===== config.mk =====
export PLATFORM = sky130hd
export DESIGN_NAME = dbu_update
export DESIGN_NICKNAME = d
export VERILOG_FILES = /design/src/logic/dbu_pkg.sv /design/src/logic/dbu_update.sv
export VERILOG_INCLUDE_DIRS = /design/src /design/src/logic
export SDC_FILE = /design/constraint.sdc
export NUM_CORES = 1
export LEC_CHECK = 0
export ABC_CLOCK_PERIOD_IN_PS = 13900
export BUFFER_PORTS_ARGS = -buffer_cell sky130_fd_sc_hd__clkbuf_2
export CORE_AREA = 3 3 207 209
export CTS_CLUSTER_DIAMETER = 100
export DETAILED_ROUTE_END_ITERATION = 6
export DIE_AREA = 0 0 210 212
export PLACE_DENSITY = 0.83
export SETUP_SLACK_MARGIN = 0.5
export SLEW_MARGIN = 5
export SYNTH_ARGS = -nofsm -noshare
export SYNTH_HDL_FRONTEND = slang
export SYNTH_SLANG_ARGS = --single-unit
export TNS_END_PERCENT = 20

===== constraint.sdc =====
create_clock -name core_clk -period 13.9 [get_ports core_clk]
set_input_delay 1.39 -clock core_clk [delete_from_list [all_inputs] [get_ports core_clk]]
set_output_delay 1.39 -clock core_clk [all_outputs]
set_load 0.01 [all_outputs]

===== src/logic/dbu_map.svh =====
`ifndef DBU_MAP_SVH
`define DBU_MAP_SVH

// ----------------------------------------------------------------------
// Channel counts and widths
// ----------------------------------------------------------------------
`define DBU_GAMMA_CHANNELS 14
`define DBU_ALL_CHANNELS   16
`define DBU_CODE_BITS      10
`define DBU_MAX_SETS       5'h14

// ----------------------------------------------------------------------
// Channel address codes
// ----------------------------------------------------------------------
`define DBU_ADDR_GAMMA_LAST 5'h0D
`define DBU_ADDR_COMMON_A   5'h12
`define DBU_ADDR_COMMON_B   5'h13
`define DBU_ADDR_WR_DISABLE 5'h14

// ----------------------------------------------------------------------
// Data word fields
// ----------------------------------------------------------------------
`define DBU_XFER_BIT      15
`define DBU_MODE_MSB      15
`define DBU_MODE_LSB      14
`define DBU_MODE_OTP      2'h1
`define DBU_WR_DISABLE_BIT 0

// ----------------------------------------------------------------------
// Reset values
// ----------------------------------------------------------------------
`define DBU_CODE_RESET 10'h000

`endif


===== src/logic/dbu_pkg.sv =====
package dbu_pkg;
    typedef logic [9:0] dbu_code_t;
    typedef logic [4:0] dbu_addr_t;
    typedef logic [3:0] dbu_index_t;
endpackage


===== src/logic/dbu_update.sv =====
// Contract
// - New codes land in first register bank.
// - Outputs hold while data only preloaded.
// - Bit 15 write moves all channels.
// - Load strobe pin moves all channels.
// - Software move follows the triggering word.
// - Power-up outputs take stored OTP codes.
// - Common channels write without touching gamma.
// - Permanent OTP storage for all channels.
// - Sixteen channels: fourteen gamma, two common.
// - Acknowledge only the valid address codes.
// - Write-disable bit blocks further OTP writes.
// - Sequential writes step; twenty sets, skip four.
`timescale 1ns/1ns
`default_nettype none
`include "dbu_map.svh"

module dbu_update
    import dbu_pkg::*;
(
    input  wire logic         core_clk,
    input  wire logic         srst,
    input  wire logic         otp_blank_init,
    input  wire logic         load_strobe_pin,
    input  wire logic         bus_start,
    input  wire logic [4:0]   bus_addr,
    input  wire logic         bus_word,
    input  wire logic [15:0]  bus_data,
    output logic              addr_ack,
    output logic [139:0]      gamma_code_out,
    output logic [9:0]        common_electrode_out_a,
    output logic [9:0]        common_electrode_out_b,
    output logic              otp_locked,
    output logic [9:0]        read_code
);

    // ------------------------------------------------------------------
    // Storage
    // ------------------------------------------------------------------
    // OTP cells keep their value through srst; only a blank-part init
    // clears them, standing in for a never-programmed device.
    dbu_code_t otp_cell   [`DBU_ALL_CHANNELS];
    dbu_code_t first_bank [`DBU_ALL_CHANNELS];
    dbu_code_t out_bank   [`DBU_ALL_CHANNELS];
    logic      otp_wr_off;

    // ------------------------------------------------------------------
    // Load strobe synchroniser
    // ------------------------------------------------------------------
    logic strobe_s1;
    logic strobe_s2;
    logic strobe_s3;

    always_ff @(posedge core_clk) begin
        strobe_s1 <= load_strobe_pin;
        strobe_s2 <= strobe_s1;
        strobe_s3 <= strobe_s2;
    end

    // The pin is idle high; a falling edge requests the move.
    // Two flops settle the pin first; the third only remembers the last
    // settled level, so a metastable sample never reaches the banks.
    wire pin_load = strobe_s3 & ~strobe_s2;

    // ------------------------------------------------------------------
    // Address pointer for single and sequential writes
    // ------------------------------------------------------------------
    dbu_addr_t ptr;
    logic      seq_open;
    logic      first_word;
    logic [4:0] set_count;

    wire addr_gamma = bus_addr <= `DBU_ADDR_GAMMA_LAST;
    wire addr_common = (bus_addr == `DBU_ADDR_COMMON_A) |
                       (bus_addr == `DBU_ADDR_COMMON_B);
    wire addr_valid = addr_gamma | addr_common |
                      (bus_addr == `DBU_ADDR_WR_DISABLE);

    // The pointer keeps stepping over the discarded sets; the set count, or a
    // word at the write-disable address, closes a long sequential write.
    wire ptr_gamma = ptr <= `DBU_ADDR_GAMMA_LAST;
    wire ptr_common = (ptr == `DBU_ADDR_COMMON_A) | (ptr == `DBU_ADDR_COMMON_B);
    wire word_ok = bus_word & seq_open & (set_count < `DBU_MAX_SETS);
    wire chan_hit = word_ok & (ptr_gamma | ptr_common);
    wire dis_hit = word_ok & first_word & (ptr == `DBU_ADDR_WR_DISABLE);
    wire [3:0] chan_idx = ptr_gamma ? ptr[3:0] : {3'h7, ptr[0]};

    // ------------------------------------------------------------------
    // Data word decode
    // ------------------------------------------------------------------
    // An OTP word to a channel, unless otp_wr_off is set, also moves every output, so the banks never disagree
    // with what was just burnt into the cells.
    wire [1:0] word_mode = bus_data[`DBU_MODE_MSB:`DBU_MODE_LSB];
    wire       otp_mode  = word_mode == `DBU_MODE_OTP;
    wire       xfer_req  = bus_data[`DBU_XFER_BIT];
    wire       otp_write = chan_hit & otp_mode & ~otp_wr_off;
    wire       sw_load   = chan_hit & ~otp_mode & xfer_req;
    wire [9:0] word_code = bus_data[9:0];

    // ------------------------------------------------------------------
    // Move request
    // ------------------------------------------------------------------
    // One shared strobe feeds every channel, so all outputs change on the
    // same edge and no mix of old and new codes is ever shown.
    wire       move_all  = sw_load | pin_load | otp_write;

    always_ff @(posedge core_clk) begin
        if (srst) begin
            seq_open   <= 1'b0;
            first_word <= 1'b0;
            ptr        <= 5'h00;
            set_count  <= 5'h00;
            addr_ack   <= 1'b0;
        end else if (bus_start) begin
            seq_open   <= addr_valid;
            first_word <= 1'b1;
            ptr        <= bus_addr;
            set_count  <= 5'h00;
            addr_ack   <= addr_valid;
        end else begin
            addr_ack <= 1'b0;
            if (word_ok) begin
                first_word <= 1'b0;
                ptr        <= ptr + 5'h01;
                set_count  <= set_count + 5'h01;
                if (ptr == `DBU_ADDR_WR_DISABLE) begin
                    seq_open <= 1'b0;
                end
            end
        end
    end

    // ------------------------------------------------------------------
    // Write-disable bit
    // ------------------------------------------------------------------
    // The lock only falls to a blank-part init; srst leaves it set, as a
    // burnt fuse would.
    wire dis_set = dis_hit & otp_mode & bus_data[`DBU_WR_DISABLE_BIT];

    always_ff @(posedge core_clk) begin
        if (otp_blank_init) begin
            otp_wr_off <= 1'b0;
        end else if (dis_set) begin
            otp_wr_off <= 1'b1;
        end
    end

    // ------------------------------------------------------------------
    // Per-channel banks
    // ------------------------------------------------------------------
    // The output copy reads the next first-bank value, so a bit-15 word
    // lands in its own channel and moves all outputs on the same edge.
    genvar ch;
    generate
        for (ch = 0; ch < `DBU_ALL_CHANNELS; ch = ch + 1) begin : g_chan
            wire sel = chan_hit & (chan_idx == 4'(ch));
            wire sel_otp = sel & otp_write;
            wire [9:0] next_otp = otp_cell[ch] | word_code;
            wire [9:0] next_first = sel_otp ? next_otp :
                                    (sel & ~otp_mode) ? word_code : first_bank[ch];

            // Cells only gain ones; only a blank-part init clears a set bit again.
            always_ff @(posedge core_clk) begin
                if (otp_blank_init) begin
                    otp_cell[ch] <= `DBU_CODE_RESET;
                end else if (sel_otp) begin
                    otp_cell[ch] <= next_otp;
                end
            end

            always_ff @(posedge core_clk) begin
                if (srst) begin
                    first_bank[ch] <= otp_cell[ch];
                    out_bank[ch]   <= otp_cell[ch];
                end else begin
                    first_bank[ch] <= next_first;
                    if (move_all) begin
                        out_bank[ch] <= next_first;
                    end
                end
            end

            if (ch < `DBU_GAMMA_CHANNELS) begin : g_gamma
                always_ff @(posedge core_clk) begin
                    gamma_code_out[ch*10 +: 10] <= out_bank[ch];
                end
            end
        end
    endgenerate

    // ------------------------------------------------------------------
    // Status and readback
    // ------------------------------------------------------------------
    // Readback shows the output bank, so a preload that has not been
    // moved yet stays invisible here.
    wire       read_chan = ptr_gamma | ptr_common;
    wire       read_dis  = ptr == `DBU_ADDR_WR_DISABLE;
    wire [9:0] read_next = read_chan ? out_bank[chan_idx] :
                           read_dis ? {9'h000, otp_wr_off} :
                           `DBU_CODE_RESET;

    // ------------------------------------------------------------------
    // Output registers
    // ------------------------------------------------------------------
    // Every port leaves from a flop; the extra cycle of latency is the
    // price of clean edges at the pins.
    always_ff @(posedge core_clk) begin
        common_electrode_out_a <= out_bank[14];
        common_electrode_out_b <= out_bank[15];
        otp_locked             <= otp_wr_off;
        read_code              <= read_next;
    end

endmodule

`default_nettype wire


Word level (Yosys, flattened, before mapping)
Memories as Yosys holds them, arrays and structs flattened. A register that Yosys moved wholly into a read port is not among the register bits.
Index checks and enable logic that the tools add are counted.
{"block": "classes", "addsub": 2, "order_cmp": 3, "eq_ne": 22, "n_mux": 146, "bitwise_logic": 135, "n_reduce_logical": 6}
{"operator": "$mux 10", "n": 81}
{"operator": "$or 10x10->10", "n": 16}
{"operator": "$mux 1", "n": 62}
{"operator": "$and 1x1->1", "n": 60}
{"operator": "$or 1x1->1", "n": 55}
{"operator": "$eq 4x4->1 const B", "n": 8}
{"operator": "$eq 5x5->1 const B", "n": 6}
{"operator": "$eq 4x3->1 const B", "n": 4}
{"operator": "$add 5x1->5 const B", "n": 2}
{"operator": "$le 5x4->1 const B", "n": 2}
{"operator": "$mux 5", "n": 2}
{"operator": "$eq 4x2->1 const B", "n": 2}
{"operator": "$lt 5x5->1 const B", "n": 1}
{"operator": "$eq 4x1->1 const B", "n": 1}
{"operator": "$logic_not 4->1", "n": 1}
{"operator": "$mux 4", "n": 1}
{"operator": "$not 1->1", "n": 4}
{"operator": "$reduce_bool 2->1", "n": 2}
{"operator": "$reduce_or 2->1", "n": 2}
{"operator": "$eq 2x1->1 const B", "n": 1}
{"operator": "$reduce_and 2->1", "n": 1}
{"block": "word_totals", "regBits": 28, "mem_bits_rw": 480, "in_bits": 27, "out_inout_bits": 172, "wordCells": 328, "mem_count": 3}
{"name": "first_bank", "depth": 16, "word_bits": 10, "rd": 16, "rd_ports_with_merged_regs": 0, "wr": 16, "line_no": "dbu_update.sv:43", "text": "dbu_code_t first_bank [`DBU_ALL_CHANNELS];"}
{"name": "otp_cell", "depth": 16, "word_bits": 10, "rd": 16, "rd_ports_with_merged_regs": 0, "wr": 16, "line_no": "dbu_update.sv:42", "text": "dbu_code_t otp_cell [`DBU_ALL_CHANNELS];"}
{"name": "out_bank", "depth": 16, "word_bits": 10, "rd": 17, "rd_ports_with_merged_regs": 16, "wr": 16, "line_no": "dbu_update.sv:44", "text": "dbu_code_t out_bank [`DBU_ALL_CHANNELS];"}

Logic depth before layout (Yosys ltp)
Gate-level depths: netlist of run 1.
{"block": "depth", "ltp_word": 12, "ltp_mapped": 12, "depth_no_buf": 8}

Worst setup path before layout of run 1
Ideal clock, no wire load.
{"block": "synth_timing", "kind": "input port to flip-flop", "startpoint": "input port bus_word", "endpoint": "memory out_bank[0][0] (netlist name), enable pin", "setup_time_ns": 0.549, "t_arrival_ns": 6.052, "required_time_ns": 13.351, "slack_ns": 7.300, "cell_stages": 4, "path_buffers": 0, "cell_sequence": "nand2_1 nor2_1 a41o_1 nand2b_1"}
{"element": "start, declared", "line_no": "dbu_update.sv:27", "text": "input wire logic bus_word,"}
{"element": "end, declared", "line_no": "dbu_update.sv:44"}

==> results of run 1 <==
synthesized netlist by cell type, drive strengths merged (17+ instances only):
library cell,instances
nor3,37
o32ai,115
dfxtp,348
nand2,362
nor2,380
o21a,132
buf,17
edfxtp,320
a222oi,29
clkbuf,180
o21ai,337
o21bai,18
a21oi,101
or3,18
power breakdown:
part	internal (uW)	switching [uW]	total (uW)	leakage, uW
Clock	1050	747	1800	0.00110
Sequential	2220	94.2	2310	0.00624
Combinational	123	270	393	0.00380
worst max-delay path, delay by kind of cell:
kind	cells	cell delay, ns
simple gates	1	0.84
buf+inv	4	3.20
logic make-up after synthesis:
group / after synthesis / synth area share [%]
simple gates: 880 / 14.1
mux: 10 / 0.391
xor+xnor: 7 / 0.234
buf+inv: 203 / 2.95
compound gates: 774 / 18.9
flops: 668 / 63.2
fa+ha+maj: 5 / 0.239
path summary, 6_finish.rpt:
path	from	to	slack, ns	cells past startpoint
max reg2reg	ptr[1]	out_bank[7][3]	8.78	7
min	strobe_s1	strobe_s2	0.33	0
max	srst	out_bank[7][3]	8.60	5
min reg2reg	strobe_s1	strobe_s2	0.33	0
metrics by stage:
step,hold WS [ns],utilization (%)
final,0.335,72.1
after CTS,0.342,72.1
after floorplan,0.310,-
after global routing,0.356,72.1
after global placement,0.312,66.8
after detailed placement,0.322,66.8
layout make-up:
cell class              instances  area, sq um
diodes                          2         5.00
clock buffers                  95         2010
clock inverters                20          193
fillers                      2755        11400
inverters                       6         22.5
multi-input cells            1676         8900
flip-flops and latches        668        16600
well taps                     532          666
repair buffers                226         1220
per-layer routing:
metal  vias to the layer above  share of wire, %  routed length, um  track usage, %
met5                         -             0.013                 10               0
met3                       295                14              10800            8.04
li1                       9355                 -                  -               -
met2                      1618                45              35100            53.7
met4                         2               5.9               4550            17.6
met1                     10199                35              27300            45.4
flip-flops by register name (all words and copies together) (netlist names):
register,flops
addr_ack,1
common_electrode_out_a,10
common_electrode_out_b,10
first_bank,160
first_word,1
gamma_code_out,140
otp_cell,160
otp_locked,1
otp_wr_off,1
out_bank,160
ptr,5
read_code,10
seq_open,1
set_count,5
strobe_s1,1
strobe_s2,1
strobe_s3,1
==> key figures, run 1 <==
Run status
  – Outcome: complete, but fails checks
  – Failing checks: design-rule violations

Power
  – Pleak: 0.0111 uW
  – Maximum VDD drop: 0.115 mV
  – Overall power: 4500 uW
  – PwrDens: 152 nW/um^2

Layout
  – Fin area: 29600 sq um
  – Commonest non-fill, non-tap cell in the layout: nor2_1
  – Commonest cells after routing, fill and taps aside: nor2_1 (371), nand2_1 (361), dfxtp_1 (347)
  – Fraction of layout instances using a drive strength above 1: 13.9%
  – Final #Nets: 2671
  – Area delta synth->final: 12.9%
  – Finished Layout Cells: 3225

Clock tree
  – H-Tree Depth: 2
  – Hold-fix buffers at CTS: 0
  – Clock sink count: 668
  – Root buf cell: clkbuf_16
  – Clock tree buffer depth: 3
  – Post-CTS setup repair buffer count: 0
  – Resized Gates After CTS: 0
  – Total CTS buffers: 61
  – Clock latency on the worst-skew pair: 0.64 ns
  – CTS tree: yes
  – Clk pin slew, worst setup/hold paths: 0.06 ns

Synthesis
  – Syn Nets: 2579
  – Synth area leader: edfxtp_1
  – Post-synth cell types: 56
  – Synth Cell Area: 26200 sq um
  – Synth Register Bits: 668
  – Synth area leaders: edfxtp_1 (37%), dfxtp_1 (27%), o21ai_0 (6.3%)
  – Yosys warns: 0
  – Number of flops mapped to enable cells by yosys: 320
  – Async S/R FF share, synth: 0%
  – Share of the synthesized area in the top cell type: 36.7%
  – Post-Synthesis Cells: 2547
  – Register area share after synthesis: 63.2%
  – Synth Flop Type: dfxtp_1
  – Synthesized area per cell: 10.3 sq um

Drt
  – DRC viols: 10
  – Drt wl/cell: 24.1 um
  – Final wirelength: 77.7 mm
  – Vias: 21469
  – Vias per inst: 6.66
  – First-pass DRT Iterations: 7
  – DRT antenna net count: 0
  – DRT iter0 DRCs: 3152

STA
  – Slew @ Worst Pin: 1.34 ns
  – Max_slew headroom: 10.4%
  – Final min period: 5.30 ns
  – Pins Over Slew Limit: 0
  – RSZ-0062 raised after global routing: no
  – Peak Freq: 189 MHz
  – Final setup viols: 0
  – Final setup margin: 8.60 ns
  – Final period utilization: 38.1%
  – Setup TNS: 0 ns
  – Final Hold Viols: 0
  – Clk_skew: 0.0234 ns

Worst setup path
  – CP Class: input pin to register
  – Cell mode on critical path: buf_4
  – Setup crit start kind: input pin
  – Crit. End Element: register
  – CP arrival: 5.55 ns
  – Crit-path max cell delay: 0.97 ns
  – Required @ worst endpoint: 14.14 ns
  – Worst-path fanout max: 111
  – Max stage delay cell, worst path: buf_4
  – CP Cell Sequence: buf_6, clkinv_1, nand2b_4, buf_4, buf_4

Place
  – Placed cells: 3108
  – Detail Placement HPWL: 47.7 mm
  – Post-DP Area: 27400 sq um
  – Port Buffers: 194
  – GPL Wtd Cong: 0.897
  – Dpl ws: 8.05 ns

Floorplan
  – Die Y-Extent: 212 um
  – Starting density of the core: 63.9%
  – I/O pins: 199
  – Core Footprint: 41000 sq um
  – Die Width: 210 um
  – Row count: 74
  – Die area: 44500 sq um

Global routing
  – Total Routing Usage GR: 34.3%
  – Vias in the first global route: 20527
  – Initial antenna violation count: 2
  – Largest net degree at the start of global routing: 123
  – Remaining global-route overflow: 0
  – Global-route wire length before repair: 118 mm

Min path
  – Hold Path Class: register to register

Flow run
  – Max-Cap Viols: 0
No activity file was read; power rests on OpenSTA's default activity.
==> run 2: changes to the inputs <==
ABC_CLOCK_PERIOD_IN_PS = 4400   (was 13900)
CORE_AREA = 3 3 225 227   (was 3 3 207 209)
DIE_AREA = 0 0 228 230   (was 0 0 210 212)
PLACE_DENSITY = 0.75   (was 0.83)
clock period = 4.4 ns   (was 13.9 ns; I/O delays follow)
==> run 2 against run 1 <==
Design area is 2.0% higher; critical path depth rose by 3; the run now ends clean; combinational power grew to 3.2 times the previous value; critical endpoint is now out_bank[7][8]; clock power grew to 3.3 times the previous value; sequential share of layout area fell by 1.1 points; count of clock-buffer cells in the layout is 4 higher; first-iteration DRC count is 1.0% higher; worst setup slack worse by 7.9 ns; flip-flop and latch count stayed put; die area increased by 18%.
==> key figures, run 2 (synthesis gave the netlist of run 1 again) <==
Drt
  – DRT iter0 DRCs: 3185
  – First-pass DRT Iterations: 7
  – Vias per inst: 6.26
  – DRT antenna net count: 0
  – Drt wl/cell: 23.2 um
  – Final wirelength: 78.6 mm
  – Vias: 21263
  – DRC viols: 0

Floorplan
  – Core Footprint: 48800 sq um
  – Row count: 81
  – Starting density of the core: 53.7%
  – I/O pins: 199
  – Die Y-Extent: 230 um
  – Die area: 52400 sq um
  – Die Width: 228 um

Clock tree
  – CTS tree: yes
  – Post-CTS setup repair buffer count: 0
  – Total CTS buffers: 67
  – Clock latency on the worst-skew pair: 0.61 ns
  – Clock sink count: 668
  – Resized Gates After CTS: 0
  – Clk pin slew, worst setup/hold paths: 0.06 ns
  – Root buf cell: clkbuf_16
  – Clock tree buffer depth: 3
  – H-Tree Depth: 3

Global routing
  – Vias in the first global route: 19775
  – Initial antenna violation count: 2
  – Total Routing Usage GR: 28.9%
  – Remaining global-route overflow: 0
  – Global-route wire length before repair: 118 mm
  – Largest net degree at the start of global routing: 133

Layout
  – Fraction of layout instances using a drive strength above 1: 14.8%
  – Area delta synth->final: 15.1%
  – FF/Latch Area: 16600 sq um
  – Largest regs: first_bank: 160 flops, otp_cell: 160 flops, out_bank: 160 flops
  – Ant. Diodes: 0
  – Layout filler cell count: 3894
  – Finished Layout Cells: 3395
  – Final #Nets: 2711
  – Commonest non-fill, non-tap cell in the layout: nor2_1
  – Commonest cells after routing, fill and taps aside: nor2_1 (371), nand2_1 (361), dfxtp_1 (347)
  – Area occupied by multi-input gates: 8900 sq um

STA
  – Final period utilization: 83.4%
  – Slew @ Worst Pin: 1.23 ns
  – Final Hold Viols: 0
  – Final setup viols: 0
  – Peak Freq: 272 MHz
  – Final min period: 3.67 ns
  – Max_slew headroom: 17.8%
  – Setup TNS: 0 ns
  – RSZ-0062 raised after global routing: no
  – Clk_skew: 0.0289 ns
  – Pins Over Slew Limit: 0

Flow run
  – Max-Cap Viols: 0

Run status
  – Outcome: finished, final reports clean

Power
  – Pleak: 0.0114 uW
  – PwrDens: 480 nW/um^2
  – Overall power: 14500 uW
  – Maximum VDD drop: 0.311 mV

Worst setup path
  – Setup crit start kind: register
  – RR Startpoint: ptr[0]
  – Worst r2r path cells: 8
  – Required @ worst endpoint: 4.83 ns
  – Worst-path fanout max: 10
  – R2R Path End: out_bank[7][8]
  – Setup slack, reg-to-reg: 0.73 ns
  – CP Class: register to register
  – CP arrival: 4.10 ns
  – Crit. End Element: register

Min path
  – Hold Path Class: input pin to register
  – Hold path endpoint: ptr[4]
  – Hold Crit Depth: 3
  – Hold path startpoint: bus_addr[4]

Place
  – Placed cells: 3273
  – GPL Wtd Cong: 0.911
  – Port Buffers: 194
  – Detail Placement HPWL: 50.0 mm
-- run 2: area by class of cell --
| cell class | count | area share [%] |
|---|---|---|
| clock buffer | 99 | 6.81 |
| multi-input combinational | 1676 | 29.5 |
| timing repair buffer | 260 | 5.10 |
| tap | 664 | 2.75 |
| sequential | 668 | 55.0 |
| inverter | 6 | 0.0747 |
| clock inverter | 22 | 0.809 |
-- run 2: worst max-delay path by stage --
stage | startpoint | endpoint | slack (ns) | cells past startpoint
final | ptr[0] | out_bank[7][8] | 0.73 | 8
after global placement | ptr[0] | out_bank[7][8] | 0.92 | 8
after CTS | ptr[0] | out_bank[7][8] | 0.83 | 8
after floorplan | ptr[1] | out_bank[0][0] | 1.19 | 7
after global routing | ptr[4] | out_bank[11][1] | 0.60 | 7
after detailed placement | ptr[0] | out_bank[7][8] | 0.89 | 8
-- run 2: layer usage --
| metal | part of all wire [%] | GRT usage (%) | up-vias |
|---|---|---|---|
| li1 | - | - | 9431 |
| met4 | 4.8 | 14.9 | 2 |
| met2 | 44 | 43.3 | 1422 |
| met3 | 12 | 6.65 | 200 |
| met1 | 39 | 39.5 | 10208 |
| met5 | 0.015 | 0 | - |
-- run 2: power breakdown --
part	total (uW)	internal, uW	switching [uW]	leakage (uW)
clock	5920	3540	2380	0.00112
combinational	1270	412	861	0.00400
sequential	7290	7010	282	0.00624
total	14500	11000	3520	0.0114
-- run 2: what timing repair did --
action / CTS / global route
endpoints found under the hold margin: 1 / 0
setup endpoints to repair: 0 / 0
hold buffers: 1 / 0
-- run 2: critical path, cell delays in order, from the launching register on --
cell and delay (ns):
dfxtp_1 0.41, inv_1 0.30, ha_1 0.21, nor2_1 0.04, o31ai_1 0.68, nand3_1 0.41, nor4_2 0.92, o21ai_0 0.26
o21ai_0 0.26
-- run 2: per-stage QoR --
step	worst slack (ns)	utilization [%]	hold slack (ns)	cell area, sq um
global route	0.604	61.8	0.176	30200
CTS	0.834	61.8	0.130	30200
floorplan	1.19	-	0.310	26200
detailed placement	0.886	57.0	0.315	27900
global placement	0.916	57.0	0.314	27900
finish	0.730	61.8	0.160	30200
